==> config.mk <==
export PLATFORM = sky130hd
export DESIGN_NAME = vectored_interrupt_lowpower_ctl
export DESIGN_NICKNAME = d
export VERILOG_FILES = /design/src/rtl/irq_lp_pkg.sv /design/src/rtl/vectored_interrupt_lowpower_ctl.sv
export SDC_FILE = /design/constraint.sdc
export NUM_CORES = 1
export LEC_CHECK = 0
export CAP_MARGIN = 10
export CORE_MARGIN = 8
export CORE_UTILIZATION = 45
export DETAILED_ROUTE_END_ITERATION = 10
export DONT_BUFFER_PORTS = 1
export PLACE_DENSITY = 0.72
export REMOVE_ABC_BUFFERS = 1
export SLEW_MARGIN = 20
export SYNTH_ARGS = -nofsm -noshare
export SYNTH_HDL_FRONTEND = slang
export SYNTH_SLANG_ARGS = --single-unit
==> constraint.sdc <==
create_clock -name aclk -period 2.2 [get_ports aclk]
set_input_delay 0.11 -clock aclk [delete_from_list [all_inputs] [get_ports aclk]]
set_output_delay 0.11 -clock aclk [all_outputs]
set_load 0.03 [all_outputs]
==> src/rtl/irq_lp_pkg.sv <==
// package: constants and carriers for the interrupt and power-mode block
package irq_lp_pkg;

  // vector word addresses and priorities
  localparam logic [15:0] VEC_RESET     = 16'hfffe;
  localparam logic [15:0] VEC_NMI       = 16'hfffc;
  localparam logic [15:0] VEC_COMP      = 16'hfff6;
  localparam logic [15:0] VEC_WDT       = 16'hfff4;
  localparam logic [15:0] VEC_TMR0      = 16'hfff2;
  localparam logic [15:0] VEC_TMR1      = 16'hfff0;
  localparam logic [15:0] VEC_PORT2     = 16'hffe6;
  localparam logic [15:0] VEC_PORT1     = 16'hffe4;
  localparam logic [15:0] VEC_TOP       = 16'hffff;
  localparam logic [15:0] VEC_BASE      = 16'hffc0;
  localparam logic [15:0] VEC_FREE_TOP  = 16'hffde;
  localparam logic [15:0] ERASED_WORD   = 16'hffff;
  localparam logic [4:0]  PRI_RESET     = 5'h1f;
  localparam logic [4:0]  PRI_NMI       = 5'h1e;
  localparam logic [4:0]  PRI_COMP      = 5'h1b;
  localparam logic [4:0]  PRI_WDT       = 5'h1a;
  localparam logic [4:0]  PRI_TMR0      = 5'h19;
  localparam logic [4:0]  PRI_TMR1      = 5'h18;
  localparam logic [4:0]  PRI_PORT2     = 5'h13;
  localparam logic [4:0]  PRI_PORT1     = 5'h12;

  // fetch range limits: register space top, then ranges allowed for fetch
  localparam logic [15:0] PERIPH_TOP    = 16'h01ff;
  localparam logic [15:0] RAM_BASE      = 16'h0200;
  localparam logic [15:0] RAM_TOP       = 16'h027f;
  localparam logic [15:0] INFO_BASE     = 16'h1000;
  localparam logic [15:0] INFO_TOP      = 16'h10ff;
  localparam logic [15:0] CODE_BASE_DEF = 16'hf800;

  // register map over the bus
  localparam logic [7:0] OFS_MODE   = 8'h00;
  localparam logic [7:0] OFS_ENABLE = 8'h04;
  localparam logic [7:0] OFS_FLAGS  = 8'h08;
  localparam logic [7:0] OFS_STATUS = 8'h0c;
  localparam logic [7:0] OFS_CFG    = 8'h10;
  localparam logic [1:0] RESP_OKAY  = 2'b00;
  localparam logic [1:0] RESP_SLVERR = 2'b10;

  // reset values
  localparam logic [3:0] ENABLE_RST = 4'h0;
  localparam logic [4:0] FLAGS_RST  = 5'h00;

  typedef enum logic [5:0] {
    active_run_state  = 6'b000001,
    sleep_level_zero  = 6'b000010,
    sleep_level_one   = 6'b000100,
    sleep_level_two   = 6'b001000,
    sleep_level_three = 6'b010000,
    sleep_level_four  = 6'b100000
  } power_mode_t;

  // reset causes from other logic
  typedef struct packed {
    logic power_up;
    logic ext_reset;
    logic watchdog;
    logic key_violation;
  } reset_src_t;

  // maskable peripheral requests
  typedef struct packed {
    logic       comparator_flag;
    logic       watchdog_flag;
    logic       timer_ch0_flag;
    logic       timer_ch1_flag;
    logic       timer_overflow_flag;
    logic [1:0] port2_change_flags;
    logic [7:0] port1_change_flags;
  } mask_req_t;

  // clock and oscillator gates
  typedef struct packed {
    logic cpu_run;
    logic main_clk_en;
    logic peripheral_submain_clock_en;
    logic aux_clk_en;
    logic dc_bias_en;
    logic crystal_en;
  } clk_gate_t;

endpackage

==> src/rtl/vectored_interrupt_lowpower_ctl.sv <==
// interrupt vectoring, fetch guard and power-mode clock gating
// Behaviour
// - vector table spans ffff down to ffc0, each entry a 16-bit handler
// - erased reset vector after power-up sends device to deepest sleep
// - power-up, reset pin, watchdog, key and fetch faults reset, priority 31
// - pin nmi, oscillator fault, flash access share fffc at priority 30
// - non-maskable sources gated by own enable, never by global enable
// - comparator interrupt maskable, slot fff6 priority 27, optional
// - watchdog interval fff4 priority 26; timer channel zero fff2 priority 25
// - timer channel one and overflow share fff0 at priority 24
// - port 2 bits 6 and 7 share ffe6 at priority 19
// - port 1 eight flags share ffe4 at priority 18
// - slots ffde down to ffc0 carry no source, act as memory
// - fetch from 0 to 1ff or unused range forces system reset
// - enabled interrupt wakes any sleep; return restores prior sleep mode
// - active mode runs all three clocks
// - sleep zero and one stop cpu and main clock, others run
// - sleep one drops dc bias unless tuned oscillator drives active mode
// - sleep two stops main and peripheral clocks, keeps bias and aux
// - sleep three keeps only the auxiliary clock running
// - sleep four stops all clocks, bias and crystal
// - pin nmi flag set by reset pin in nmi use; power-on flag on power-up
`timescale 1ns/1ps
module vectored_interrupt_lowpower_ctl
  import irq_lp_pkg::*;
#(
  parameter bit          HAS_COMPARATOR = 1'b1,
  parameter logic [15:0] CODE_BASE      = CODE_BASE_DEF
)(
  input  wire logic                 aclk,
  input  wire logic                 aresetn,
  // processor core side
  input  wire logic                 fetch_valid,
  input  wire logic [15:0]          fetch_addr,
  input  wire logic                 reset_vec_valid,
  input  wire logic [15:0]          reset_vec_word,
  input  wire logic                 gie,
  input  wire logic                 mode_req_valid,
  input  wire logic [2:0]           mode_req,
  input  wire logic                 irq_ack,
  input  wire logic                 irq_return,
  output logic                      irq_req,
  output logic [15:0]               irq_vector_addr,
  output logic [4:0]                irq_priority,
  output logic                      sys_reset,
  output irq_lp_pkg::clk_gate_t     clk_gate,
  // event sources
  input  wire irq_lp_pkg::reset_src_t reset_src,
  input  wire irq_lp_pkg::mask_req_t  mask_req,
  input  wire logic                 nmi_pin_event,
  input  wire logic                 osc_fault_event,
  input  wire logic                 flash_access_event,
  // axi4-lite slave
  input  wire logic [7:0]           s_axi_awaddr,
  input  wire logic                 s_axi_awvalid,
  output logic                      s_axi_awready,
  input  wire logic [31:0]          s_axi_wdata,
  input  wire logic [3:0]           s_axi_wstrb,
  input  wire logic                 s_axi_wvalid,
  output logic                      s_axi_wready,
  output logic [1:0]                s_axi_bresp,
  output logic                      s_axi_bvalid,
  input  wire logic                 s_axi_bready,
  input  wire logic [7:0]           s_axi_araddr,
  input  wire logic                 s_axi_arvalid,
  output logic                      s_axi_arready,
  output logic [31:0]               s_axi_rdata,
  output logic [1:0]                s_axi_rresp,
  output logic                      s_axi_rvalid,
  input  wire logic                 s_axi_rready
);

  power_mode_t mode_q;
  power_mode_t saved_mode_q;
  logic        in_service_q;
  logic [4:0]  svc_pri_q;
  logic        tuned_osc_q;
  logic [3:0]  nmi_en_q;        // wdt unused bit0, osc, pin nmi, flash
  logic [4:0]  flags_q;         // pin nmi, ext rst, por, osc, flash acc
  logic        fetch_fault_q;
  logic        por_seen_q;
  logic        reset_hold_q;
  logic        aw_q;
  logic        w_q;
  logic [7:0]  awaddr_q;
  logic [31:0] wdata_q;
  logic [3:0]  wstrb_q;

  // priority encoder result
  logic        pend;
  logic [15:0] pend_vec;
  logic [4:0]  pend_pri;
  logic        nmi_pend;
  logic        fetch_bad;
  logic        reset_cause;

  // forbidden fetch decode, reused for range checks
  function automatic logic in_range(input logic [15:0] a,
                                    input logic [15:0] lo,
                                    input logic [15:0] hi);
    in_range = (a >= lo) && (a <= hi);
  endfunction

  // fetch from peripherals or unmapped space
  always_comb
  begin
    fetch_bad = fetch_valid &&
                !in_range(fetch_addr, RAM_BASE, RAM_TOP) &&
                !in_range(fetch_addr, INFO_BASE, INFO_TOP) &&
                !in_range(fetch_addr, CODE_BASE, VEC_TOP);
  end

  assign reset_cause = reset_src.power_up | reset_src.ext_reset |
                       reset_src.watchdog | reset_src.key_violation |
                       fetch_fault_q;

  // registered fetch fault, reset stands while a bad fetch does
  always_ff @(posedge aclk)
  begin
    if (!aresetn)
      fetch_fault_q <= 1'b0;
    else
      fetch_fault_q <= fetch_bad;
  end

  // system reset output, held one cycle after the cause
  always_ff @(posedge aclk)
  begin
    if (!aresetn)
      reset_hold_q <= 1'b0;
    else
      reset_hold_q <= reset_cause;
  end
  assign sys_reset = reset_hold_q;

  // non-maskable flags: hardware set wins over software clear
  logic        flag_wr;
  logic [4:0]  flag_clr;
  always_ff @(posedge aclk)
  begin
    if (!aresetn)
      flags_q <= FLAGS_RST;
    else
    begin
      flags_q[4] <= nmi_pin_event | (flags_q[4] & ~flag_clr[4]);
      flags_q[3] <= reset_src.ext_reset | (flags_q[3] & ~flag_clr[3]);
      flags_q[2] <= reset_src.power_up | (flags_q[2] & ~flag_clr[2]);
      flags_q[1] <= osc_fault_event | (flags_q[1] & ~flag_clr[1]);
      flags_q[0] <= flash_access_event | (flags_q[0] & ~flag_clr[0]);
    end
  end

  // own enables only, global enable ignored here
  assign nmi_pend = (flags_q[4] & nmi_en_q[2]) |
                    (flags_q[1] & nmi_en_q[1]) |
                    (flags_q[0] & nmi_en_q[3]);

  // fixed-priority selection, highest number first
  always_comb
  begin
    pend     = 1'b1;
    pend_vec = VEC_NMI;
    pend_pri = PRI_NMI;
    if (nmi_pend)
    begin
      pend_vec = VEC_NMI;
      pend_pri = PRI_NMI;
    end
    else if (!gie)
      pend = 1'b0;
    else if (HAS_COMPARATOR && mask_req.comparator_flag)
    begin
      pend_vec = VEC_COMP;
      pend_pri = PRI_COMP;
    end
    else if (mask_req.watchdog_flag)
    begin
      pend_vec = VEC_WDT;
      pend_pri = PRI_WDT;
    end
    else if (mask_req.timer_ch0_flag)
    begin
      pend_vec = VEC_TMR0;
      pend_pri = PRI_TMR0;
    end
    else if (mask_req.timer_ch1_flag || mask_req.timer_overflow_flag)
    begin
      pend_vec = VEC_TMR1;
      pend_pri = PRI_TMR1;
    end
    else if (|mask_req.port2_change_flags)
    begin
      pend_vec = VEC_PORT2;
      pend_pri = PRI_PORT2;
    end
    else if (|mask_req.port1_change_flags)
    begin
      pend_vec = VEC_PORT1;
      pend_pri = PRI_PORT1;
    end
    else
      pend = 1'b0;  // ffde..ffc0 never selected
  end

  // request to the core; one service at a time
  assign irq_req         = pend && !in_service_q;
  assign irq_vector_addr = pend_vec;
  assign irq_priority    = pend_pri;

  // service tracking and power-mode state
  always_ff @(posedge aclk)
  begin
    if (!aresetn)
    begin
      mode_q       <= active_run_state;
      saved_mode_q <= active_run_state;
      in_service_q <= 1'b0;
      svc_pri_q    <= 5'h00;
      por_seen_q   <= 1'b0;
    end
    else if (reset_cause)
    begin
      mode_q       <= active_run_state;
      saved_mode_q <= active_run_state;
      in_service_q <= 1'b0;
      por_seen_q   <= 1'b0;
    end
    else if (reset_vec_valid && !por_seen_q)
    begin
      por_seen_q <= 1'b1;
      if (reset_vec_word == ERASED_WORD)
        mode_q <= sleep_level_four;
    end
    else if (irq_req && irq_ack)
    begin
      in_service_q <= 1'b1;
      svc_pri_q    <= pend_pri;
      saved_mode_q <= mode_q;
      mode_q       <= active_run_state;
    end
    else if (in_service_q && irq_return)
    begin
      in_service_q <= 1'b0;
      mode_q       <= saved_mode_q;
    end
    else if (mode_req_valid && !in_service_q)
    begin
      unique case (mode_req)
        3'd1:    mode_q <= sleep_level_zero;
        3'd2:    mode_q <= sleep_level_one;
        3'd3:    mode_q <= sleep_level_two;
        3'd4:    mode_q <= sleep_level_three;
        3'd5:    mode_q <= sleep_level_four;
        default: mode_q <= active_run_state;
      endcase
    end
  end

  // clock and oscillator gating per mode
  always_comb
  begin
    clk_gate = '0;
    unique case (mode_q)
      active_run_state:
        clk_gate = 6'b111111;
      sleep_level_zero:
        clk_gate = 6'b001111;
      sleep_level_one:
        clk_gate = {4'b0011, tuned_osc_q, 1'b1};
      sleep_level_two:
        clk_gate = 6'b000111;
      sleep_level_three:
        clk_gate = 6'b000101;
      sleep_level_four:
        clk_gate = 6'b000000;
    endcase
  end

  // axi4-lite write channels taken in either order
  always_ff @(posedge aclk)
  begin
    if (!aresetn)
    begin
      aw_q     <= 1'b0;
      w_q      <= 1'b0;
      awaddr_q <= 8'h00;
      wdata_q  <= 32'h0000_0000;
      wstrb_q  <= 4'h0;
    end
    else
    begin
      if (s_axi_awvalid && s_axi_awready)
      begin
        aw_q     <= 1'b1;
        awaddr_q <= s_axi_awaddr;
      end
      if (s_axi_wvalid && s_axi_wready)
      begin
        w_q     <= 1'b1;
        wdata_q <= s_axi_wdata;
        wstrb_q <= s_axi_wstrb;
      end
      if (flag_wr)
      begin
        aw_q <= 1'b0;
        w_q  <= 1'b0;
      end
    end
  end

  assign s_axi_awready = !aw_q && !s_axi_bvalid;
  assign s_axi_wready  = !w_q && !s_axi_bvalid;
  assign flag_wr       = aw_q && w_q;
  assign flag_clr      = (flag_wr && awaddr_q == OFS_FLAGS && wstrb_q[0])
                         ? wdata_q[4:0] : 5'h00;  // write one to clear

  // software-written enables and oscillator config
  always_ff @(posedge aclk)
  begin
    if (!aresetn)
    begin
      nmi_en_q     <= ENABLE_RST;
      tuned_osc_q  <= 1'b1;
    end
    else if (flag_wr && wstrb_q[0])
    begin
      if (awaddr_q == OFS_ENABLE)
        nmi_en_q <= wdata_q[3:0];
      if (awaddr_q == OFS_CFG)
        tuned_osc_q <= wdata_q[0];
    end
  end

  // write response
  always_ff @(posedge aclk)
  begin
    if (!aresetn)
    begin
      s_axi_bvalid <= 1'b0;
      s_axi_bresp  <= RESP_OKAY;
    end
    else if (flag_wr)
    begin
      s_axi_bvalid <= 1'b1;
      s_axi_bresp  <= (awaddr_q == OFS_ENABLE || awaddr_q == OFS_FLAGS ||
                       awaddr_q == OFS_CFG) ? RESP_OKAY : RESP_SLVERR;
    end
    else if (s_axi_bready)
      s_axi_bvalid <= 1'b0;
  end

  // read channel
  assign s_axi_arready = !s_axi_rvalid;
  always_ff @(posedge aclk)
  begin
    if (!aresetn)
    begin
      s_axi_rvalid <= 1'b0;
      s_axi_rdata  <= 32'h0000_0000;
      s_axi_rresp  <= RESP_OKAY;
    end
    else if (s_axi_arvalid && s_axi_arready)
    begin
      s_axi_rvalid <= 1'b1;
      s_axi_rresp  <= RESP_OKAY;
      unique case (s_axi_araddr)
        OFS_MODE:   s_axi_rdata <= {26'h0, mode_q};
        OFS_ENABLE: s_axi_rdata <= {28'h0, nmi_en_q};
        OFS_FLAGS:  s_axi_rdata <= {27'h0, flags_q};
        OFS_STATUS: s_axi_rdata <= {16'h0, in_service_q, 2'b00,
                                    svc_pri_q, 8'h00};
        OFS_CFG:    s_axi_rdata <= {31'h0, tuned_osc_q};
        default:
        begin
          s_axi_rdata <= 32'h0000_0000;
          s_axi_rresp <= RESP_SLVERR;
        end
      endcase
    end
    else if (s_axi_rready)
      s_axi_rvalid <= 1'b0;
  end

endmodule

* Word level (Yosys, flattened, before mapping)
Cells that the tools add are included.
Storage, ports and cells: register bits after elaboration 85, input port bits 122, output and inout bits 70, word-level logic and storage cells 162
Cells by class: magnitude comparators 6, equality and inequality tests 20, muxes and demuxes 41, bitwise operators 27, reductions and logical operators 48
Operators by type and width (number):
- $pmux W16 S5 | 1
- $mux W5 | 9
- $pmux W6 S6 | 1
- $mux W4 | 8
- $mux W6 | 5
- $pmux W6 S5 | 1
- $eq A8 B4 Y1 const B | 3
- $logic_and A1 B1 Y1 | 20
- $eq A16 B16 Y1 const B | 1
- $eq A8 B3 Y1 const B | 2
- $eq A8 B5 Y1 const B | 2
- $ge A16 B10 Y1 const B | 1
- $ge A16 B13 Y1 const B | 1
- $ge A16 B16 Y1 const B | 1
- $le A16 B10 Y1 const B | 1
- $le A16 B13 Y1 const B | 1
- $le A16 B16 Y1 const B | 1
- $mux W1 | 14
- $or A1 B1 Y1 | 11
- $reduce_and A2 Y1 | 5
- $logic_not A1 Y1 | 9
- $and A1 B1 Y1 | 8
- $logic_not A8 Y1 | 1
- $not A1 Y1 | 8
- 18 further kinds | 27

* Longest topological paths before layout
Gate-level depths: netlist (run 1).
word-level depth 13, gate-level depth with buffers 7

* Worst setup path after synthesis (run 1)
Ideal clock, no wire load.
kind register to output, start point register flags_q[4], end point output port irq_vector_addr[1], arrival 2.136 ns, setup slack -0.046 ns, stages on the path, launching flop included 5, path through dfxtp_1 a222oi_1 and2_1 a21boi_0 buf_4
Between the ends: word-level cells in the longest chain between the ends 4
RTL lines:
- start, declared | line vectored_interrupt_lowpower_ctl.sv:79 | logic [4:0] flags_q;
- start signal, assigned | line vectored_interrupt_lowpower_ctl.sv:145 | flags_q[4] <= nmi_pin_event | (flags_q[4] & ~flag_clr[4]);
- $and A1 B1 Y1 | line vectored_interrupt_lowpower_ctl.sv:154 | assign nmi_pend = (flags_q[4] & nmi_en_q[2]) |
- $or A1 B1 Y1 | line vectored_interrupt_lowpower_ctl.sv:154
- $or A1 B1 Y1 | line vectored_interrupt_lowpower_ctl.sv:155 | (flags_q[1] & nmi_en_q[1]) |
- $mux W5 | line vectored_interrupt_lowpower_ctl.sv:164 | if (nmi_pend)
- end, declared | line vectored_interrupt_lowpower_ctl.sv:43 | output logic [15:0] irq_vector_addr,
No other way between the ends.

* Worst setup path in the final report (run 1)
start point register flags_q[4], end point output port irq_priority[0]
Between the ends: word-level cells in the longest chain between the ends 4
RTL lines:
- $and A1 B1 Y1 | line vectored_interrupt_lowpower_ctl.sv:154
- $or A1 B1 Y1 | line vectored_interrupt_lowpower_ctl.sv:154
- $or A1 B1 Y1 | line vectored_interrupt_lowpower_ctl.sv:155
- $mux W4 | line vectored_interrupt_lowpower_ctl.sv:164
- end, declared | line vectored_interrupt_lowpower_ctl.sv:44 | output logic [4:0] irq_priority,
No other way between the ends.

==> results of run 1 <==
placed cells by master (no fill, tap or decap), types with 14 or more instances in the layout:
cell type,count
dfxtp_1,63
nand2_1,46
conb_1,35
dlygate4sd3_1,29
nor2_1,27
mux2i_1,22
nor2b_1,20
a21oi_1,15
o21ai_0,14
where the power goes:
part	switching [mW]	internal, mW
combinational	0.223	0.119
sequential	0.0444	1.18
clock	0.494	0.653
total	0.762	1.95
metrics by stage:
stage	util [%]	setup TNS, ns	instance area, um2
floorplan	-	-1.29	3100
global placement	45.4	0	3290
detailed placement	45.4	0	3290
CTS	52.8	0	3830
global route	53.0	0	3840
finish	53.0	0	3840
cell usage after synthesis (all sizes together), types with 3 or more instances:
master	count
dfxtp	63
nand2	47
buf	44
nor2	28
mux2i	22
nor2b	20
a21oi	15
o21ai	14
clkbuf	13
a21boi	11
a22oi	11
inv	11
and2	8
nor4	8
a31oi	7
nand3	6
nor3b	6
nor3	5
or4	5
a221oi	4
nand2b	4
nand4	4
o22ai	4
or3	3
layout make-up:
cell class | count | area share [%]
Inverter | 11 | 1.07
Tap cell | 99 | 3.22
Sequential cell | 63 | 32.8
Multi-Input combinational cell | 296 | 47.1
Clock inverter | 7 | 2.70
Timing Repair Buffer | 39 | 9.83
Clock buffer | 9 | 3.22
registers in the layout, summed over array words and instances (netlist names), 4 cells and up:
signal        count
flags_q           5
nmi_en_q          4
saved_mode_q      6
s_axi_rdata      12
awaddr_q          8
wdata_q           5
mode_q            6
svc_pri_q         5
worst min-delay path by stage:
stage          cells past startpoint  slack (ns)              to       startpoint
2_1_floorplan                      1        0.17     tuned_osc_q          aresetn
3_3_place_gp                       1        0.18     tuned_osc_q          aresetn
3_5_place_dp                       1        0.19     tuned_osc_q          aresetn
4_1_cts                            2       0.005   fetch_fault_q   fetch_addr[12]
5_1_grt                            3       0.006  s_axi_rdata[4]  s_axi_araddr[4]
6_report                           3        0.01  s_axi_rdata[4]  s_axi_araddr[4]
per-layer routing:
metal	wire, um	global-route usage, %	part of all wire [%]
met5	0	0	0
met2	4020	26.6	48
met4	57	4.06	0.68
met1	3440	17.2	41
met3	814	7.29	9.8
critical path: cells and delay by family (launching register included):
kind	cells	cell delay (ns)
and+or+nand+nor	1	0.19
AOI/OAI and AO/OA	2	0.63
buffers and inverters	2	0.47
DFF	1	0.34
timing repair:
action                                  CTS  global route
endpoints found under the hold margin    57             0
resized for setup                         0             1
hold buffers                             30             0
endpoints found under the setup margin    0             1
cells by family (layout without fill, tap and decap cells):
kind of cell | after synthesis | in the layout | synth area share, %
AO/OA/AOI/OAI | 83 | 83 | 16.9
XOR/XNOR | 3 | 3 | 0.783
buffers and inverters | 68 | 66 | 12.5
flip-flops | 63 | 63 | 37.6
multiplexers | 22 | 22 | 6.56
other | 2 | 35 | 0.224
AND/OR/NAND/NOR | 153 | 153 | 25.5
==> impl_metrics.yaml, run 1 <==
detailed_routing:
  drt_iter0_markers: 107
  finalWirelength_mm: 8.33
  viasPerCell: 5.15
  vias: 2697
  ant_nets: 0
  routedWlPerCell_um: 15.9
  route.detailed.drc: 0
  first_pass_iters: 4
finish:
  fin_cells: 524
  fin_nets: 542
  diodes: 0
  seq_area_um2: 1260
  fillers: 684
  multi_input_area_um2: 1810
  area_delta_synth_final_pct: 14.5
  layout-drive-gt1-share_pct: 9.65
synthesis:
  synth.top_cell.area_share_pct: 37.6
  syn-instance-count: 394
  syn_area_um2: 3360
  synth_edf_count: 0
  synth-seq-cells: 63
  netlist_top_cells_area: "dfxtp_1, buf_4, mux2i_1"
  synthArstFlopShare_pct: 0
  synthFlopType: "dfxtp_1"
  ys_seq_area_share_pct: 37.6
  yosys_warnings: 0
  synth_area_per_cell_um2: 8.52
  ys_types: 57
  yosys.area.top_type: "dfxtp_1"
clock_tree:
  cts_buffers: 9
  clk_latency_ns: 0.34
  htreeDepth: 3
  clock-sinks: 63
  cts_tree: "built"
  clockBufferDepth: 2
  postCtsSetupRepairBufs: 0
  clock-root-buffer: "clkbuf_8"
  clkTransAtPathRegs_ns: 0.08
global_route:
  grt_pass1_vias: 2665
  track_usage_pct: 15.7
  grt_overflow: 0
  grt_pass1_wl_mm: 12.9
  antenna_found_initial: 0
  grt_max_degree: 54
setup_path:
  reg2reg_slack_ns: 0.27
  worstRegToRegCells: 4
  arrival_ns: 1.96
  slowest_stage: "a222oi_1"
  worstPathMaxFanout: 4
  worstSetupStartpoint: "flags_q[4]"
  reg2reg_from: "s_axi_rvalid"
  path_class: "flop to output port"
  crit_path_end_kind: "output port"
  required_ns: 2.09
  crit_end: "irq_priority[0]"
  path_cells: "a222oi_1 > buf_4 > and2_1 > a21boi_1 > buf_4"
  cpPeakStageDelay_ns: 0.36
  worst_r2r_endpoint: "s_axi_rresp[1]"
  cp-start-kind: "flop"
  path_common_cell: "buf_4"
sta:
  min_period_ns: 2.07
  drv_slew: 0
  setup_slack_ns: 0.127
  tightest_slew_ns: 0.677
  max_freq_mhz: 482
  fin_skew_ns: 0.00881
  setup_viol: 0
  holdWs_ns: 0.0123
  grt_setup_unrepaired: "false"
  finalHoldViolations: 0
  relSlewSlack_pct: 54.7
  fin_crit_sh_pct: 94.2
place:
  dp_hpwl_mm: 6.12
  gp_congestion: 0.802
  dp.cells: 478
  buffer_ports.inserted: 0
  dp_slack_ns: 0.349
run_status:
  status: "finished, final reports clean"
floorplanning:
  rows: 31
  initial_core_util_pct: 46.3
  die_area_um2: 10500
  die_w_um: 102
  core_area_um2: 7250
  pin_count: 192
  dieHeight_um: 102
min_path:
  hp-class: "input pin to flop"
power_and_ir_drop:
  max-vdd-ir-drop_uv: 469
  p_per_area_nw_per_um2: 705
  p_total_mw: 2.71
  total_leakage_power_nw: 1.48
run:
  maxCapViolCount: 0
(Power assumes the default switching activity.)
==> inputs of run 2 (changes only) <==
- clock period: 2.2 -> 2.43 ns (I/O delays scaled with it)
==> run 2 against run 1 <==
  * Cell area is 0.85% lower
  * Register-to-register slack better by 0.09 ns
  * Critical endpoint unchanged
  * Wire length is 0.58% lower
  * Non-clock buffer count is 4 lower
  * Largest power group unchanged
  * Die area stayed put
  * Critical path type unchanged
  * Global-route usage is 0.11 points lower
==> impl_metrics.yaml, run 2 (synthesis gave the netlist of run 1 again) <==
run_status:
  status: "finished, final reports clean"
clock_tree:
  cts_tree: "built"
  clk_latency_ns: 0.34
  htreeDepth: 3
  postCtsSetupRepairBufs: 0
  clkTransAtPathRegs_ns: 0.07
  cts_buffers: 9
  cts_resized: 0
  clock-sinks: 63
  clock-root-buffer: "clkbuf_8"
  hold_buffers: 28
  clockBufferDepth: 2
detailed_routing:
  routedWlPerCell_um: 15.9
  dr_wl_met2_mm: 3.98
  ant_nets: 0
  wl_met1_mm: 3.45
  finalWirelength_mm: 8.28
  route.detailed.drc: 0
  first_pass_iters: 4
  viasPerCell: 5.22
  dr.max_layer_used: "met4"
  drt_iter0_markers: 104
  vias: 2713
  dr_wl_met3_um: 768
global_route:
  grt_overflow: 0
  antenna_found_initial: 0
  grt_max_degree: 54
  track_usage_pct: 15.6
  grt_pass1_wl_mm: 12.8
  grt_pass1_vias: 2642
floorplanning:
  rows: 31
  initial_core_util_pct: 46.3
  die_w_um: 102
  die_area_um2: 10500
  pin_count: 192
  core_area_um2: 7250
  dieHeight_um: 102
sta:
  tightest_slew_ns: 0.675
  fin_skew_ns: 0.00698
  drv_slew: 0
  setup_slack_ns: 0.160
  setup_viol: 0
  relSlewSlack_pct: 54.8
  fin_crit_sh_pct: 93.4
  max_freq_mhz: 441
  grt_setup_unrepaired: "false"
  finalHoldViolations: 0
  min_period_ns: 2.27
finish:
  utilization_pct: 52.5
  fillers: 702
  multi_input_area_um2: 1800
  regMostFlops: "s_axi_rdata"
  area_delta_synth_final_pct: 13.6
  layout-drive-gt1-share_pct: 9.03
  fin_nets: 538
  seq_area_um2: 1260
  largest_reg_flops: 12
  layout_commonest_cell: "dfxtp_1"
  most-common-layout-cells: "dfxtp_1, nand2_1, conb_1"
  reg_top3: "s_axi_rdata (12), awaddr_q (8)"
  diodes: 0
min_path:
  hp-class: "input pin to flop"
setup_path:
  cpPeakStageDelay_ns: 0.65
  cp-start-kind: "flop"
  path_common_cell: "buf_4"
  slowest_stage: "a222oi_1"
  path_cells: "a222oi_1 > and2_1 > a21boi_1 > buf_4 > buf_4"
  required_ns: 2.31
  worstPathMaxFanout: 4
  crit_path_end_kind: "output port"
  path_class: "flop to output port"
  arrival_ns: 2.15
power_and_ir_drop:
  max-vdd-ir-drop_uv: 443
  p_per_area_nw_per_um2: 657
  total_leakage_power_nw: 1.46
place:
  dp_slack_ns: 0.329
  gp_congestion: 0.799
  dp_hpwl_mm: 6.23
  buffer_ports.inserted: 0
run:
  maxCapViolCount: 0
-- run 2: changes by cell type in the layout (fill, tap and decap cells not counted), sizes merged --
cell	delta
clkinv	-2
buf	-2
clkbuf	+5
dlygate4sd3	-2
inv	-3
-- run 2: worst max-delay path, delay by kind of cell (launching register included) --
family,cells,cell delay [ns]
buffers and inverters,2,0.35
AO/OA/AOI/OAI,2,0.82
flip-flops,1,0.34
AND/OR/NAND/NOR,1,0.30
-- run 2: final cells by class --
cell class / instances / area share [%]
flip-flops and latches: 63 / 33.1
multi-input cells: 296 / 47.2
inverters: 11 / 1.08
repair buffers: 35 / 9.00
well taps: 99 / 3.25
clock inverters: 2 / 1.58
clock buffers: 14 / 4.79
-- run 2: per-stage QoR --
step / instance area [um2] / instances / hold slack, ns / TNS (ns) / total power [mW]
after floorplan: 3100 / 370 / 0.183 / -0.626 / 1.34
final: 3810 / 520 / 0.0146 / 0 / 2.50
after CTS: 3810 / 520 / 0.0144 / 0 / 2.52
after detailed placement: 3280 / 476 / 0.198 / 0 / 1.38
after global routing: 3810 / 520 / 0.0118 / 0 / 2.60
after global placement: 3280 / 476 / 0.189 / 0 / 1.38
-- run 2: worst paths after layout --
kind | end | startpoint | cells after the start | slack, ns
max | irq_priority[0] | flags_q[4] | 5 | 0.16
min | mode_q[3] | mode_req[0] | 2 | 0.01
max reg2reg | svc_pri_q[3] | flags_q[4] | 5 | 0.36
min reg2reg | flags_q[4] | wdata_q[4] | 1 | 0.45
-- run 2: power by group --
part	switching (mW)	internal, mW
clock	0.400	0.691
combinational	0.199	0.108
sequential	0.0388	1.07
total	0.638	1.86
-- run 2: per-layer routing --
metal	up-vias	global-route usage, %
met1	1248	17.9
met2	95	25.5
met5	-	0
met3	11	6.54
met4	0	5.19
li1	1359	-
==> inputs of run 3 (changes only) <==
- CORE_UTILIZATION: 45 -> 51
- PLACE_DENSITY: 0.72 -> 0.78
- RECOVER_POWER: default -> 25
==> run 3 against run 2 <==
  * Wire length up 6.2%
  * Sequential cell count stayed put
  * Final cell count shrank 4.0%
  * Core utilization rose by 6.9 points
  * Combinational power grew 2%
  * Critical path type unchanged
  * Critical endpoint unchanged
  * Largest cell class unchanged
  * Largest power group unchanged
==> impl_metrics.yaml, run 3 (synthesis gave the netlist of run 1 again) <==
run_status:
  status: "finished, final reports clean"
detailed_routing:
  viasPerCell: 5.62
  first_pass_iters: 4
  finalWirelength_mm: 8.80
  drt_iter0_markers: 174
  ant_nets: 0
  routedWlPerCell_um: 17.6
  vias: 2803
  route.detailed.drc: 0
power_and_ir_drop:
  p_per_area_nw_per_um2: 650
  max-vdd-ir-drop_uv: 533
  total_leakage_power_nw: 1.46
finish:
  fillers: 542
  reg_top3: "s_axi_rdata (12), awaddr_q (8)"
  utilization_pct: 59.5
  multi_input_area_um2: 1790
  area_delta_synth_final_pct: 12.5
  layout_commonest_cell: "dfxtp_1"
  fin_nets: 540
  diodes: 0
  regMostFlops: "s_axi_rdata"
  seq_area_um2: 1260
  layout-drive-gt1-share_pct: 8.53
  final_area_um2: 3780
  largest_reg_flops: 12
  most-common-layout-cells: "dfxtp_1, nand2_1, conb_1"
setup_path:
  path_class: "flop to output port"
  worstRegToRegCells: 5
  cp-start-kind: "flop"
  worstPathMaxFanout: 4
  crit_path_end_kind: "output port"
  arrival_ns: 1.93
  required_ns: 2.31
place:
  buffer_ports.inserted: 0
  dp_hpwl_mm: 6.19
  gp_congestion: 0.888
  dpl_cell_area_um2: 3260
clock_tree:
  clkTransAtPathRegs_ns: 0.06
  cts_resized: 0
  clock-sinks: 63
  clock-root-buffer: "clkbuf_8"
  clockBufferDepth: 2
  hold_buffers: 29
  postCtsSetupRepairBufs: 0
  clk_latency_ns: 0.34
  cts_tree: "built"
  htreeDepth: 3
  cts_buffers: 9
floorplanning:
  pin_count: 192
  core_area_um2: 6350
  dieHeight_um: 97.1
  rows: 29
  die_w_um: 97.1
  die_area_um2: 9430
  initial_core_util_pct: 52.8
global_route:
  use_met3_pct: 7.40
  track_usage_pct: 18.1
  grt_overflow: 0
  grt_pass1_vias: 2870
  grt_pass1_wl_mm: 14.3
  grt_max_degree: 54
  antenna_found_initial: 0
  grt-busiest-layer: "met2"
  gr-usage-met2_pct: 31.4
  met1_usage_pct: 19.4
sta:
  fin_crit_sh_pct: 84.4
  grt_setup_unrepaired: "false"
  tightest_slew_ns: 0.685
  setup_viol: 0
  finalHoldViolations: 0
  relSlewSlack_pct: 54.2
  min_period_ns: 2.05
  max_freq_mhz: 487
  fin_skew_ns: 0.00637
  drv_slew: 0
min_path:
  hp-class: "input pin to flop"
  holdPathStages: 2
run:
  maxCapViolCount: 0
[run 3: cell count changes in the layout (fill, tap and decap cells not counted)]
cell / before / now
dlygate4sd3_1: 27 / 28
or4_4: 2 / 1
clkbuf_8: 13 / 12
or3_1: 2 / 3
or3_4: 1 / 0
clkinv_2: 0 / 1
or4_1: 3 / 4
[run 3: area by class of cell]
type / count / share of cell area [%]
clock buffer: 12 / 4.37
clock inverter: 3 / 1.72
inverter: 11 / 1.09
multi-input combinational: 296 / 47.4
sequential: 63 / 33.4
tap: 77 / 2.55
timing repair buffer: 37 / 9.44
[run 3: through the flow]
step | instances | hold WS (ns) | total power, mW | setup slack (ns) | TNS, ns
floorplan | 370 | 0.183 | 1.34 | -0.431 | -0.626
CTS | 499 | 0.000303 | 2.47 | 0.361 | 0
finish | 499 | 0.0166 | 2.45 | 0.378 | 0
detailed placement | 455 | 0.193 | 1.38 | 0.563 | 0
global route | 499 | 0.00584 | 2.56 | 0.267 | 0
global placement | 455 | 0.189 | 1.37 | 0.587 | 0
[run 3: critical path: stages (launching register included)]
cell and delay, ns:
dfxtp_1 0.34, a222oi_1 0.34, buf_4 0.19, and2_1 0.19
a21boi_1 0.17, buf_4 0.18, buf_4 0.17
[run 3: final timing paths]
| kind | from | endpoint | slack (ns) |
|---|---|---|---|
| setup / recovery | flags_q[4] | irq_priority[0] | 0.38 |
| hold / removal | s_axi_araddr[4] | s_axi_rresp[1] | 0.02 |
| setup reg to reg | fetch_fault_q | mode_q[4] | 0.49 |
| hold reg to reg | wdata_q[4] | flags_q[4] | 0.46 |
[run 3: power by group]
part,switching (mW),internal (mW)
sequential,0.0404,1.07
combinational,0.204,0.107
clock,0.383,0.654
total,0.627,1.83
[run 3: layer usage]
| metal | routed length, um | vias to the layer above |
|---|---|---|
| met3 | 667 | 14 |
| li1 | - | 1359 |
| met4 | 151 | 0 |
| met2 | 4530 | 100 |
| met1 | 3440 | 1330 |
| met5 | 0 | - |
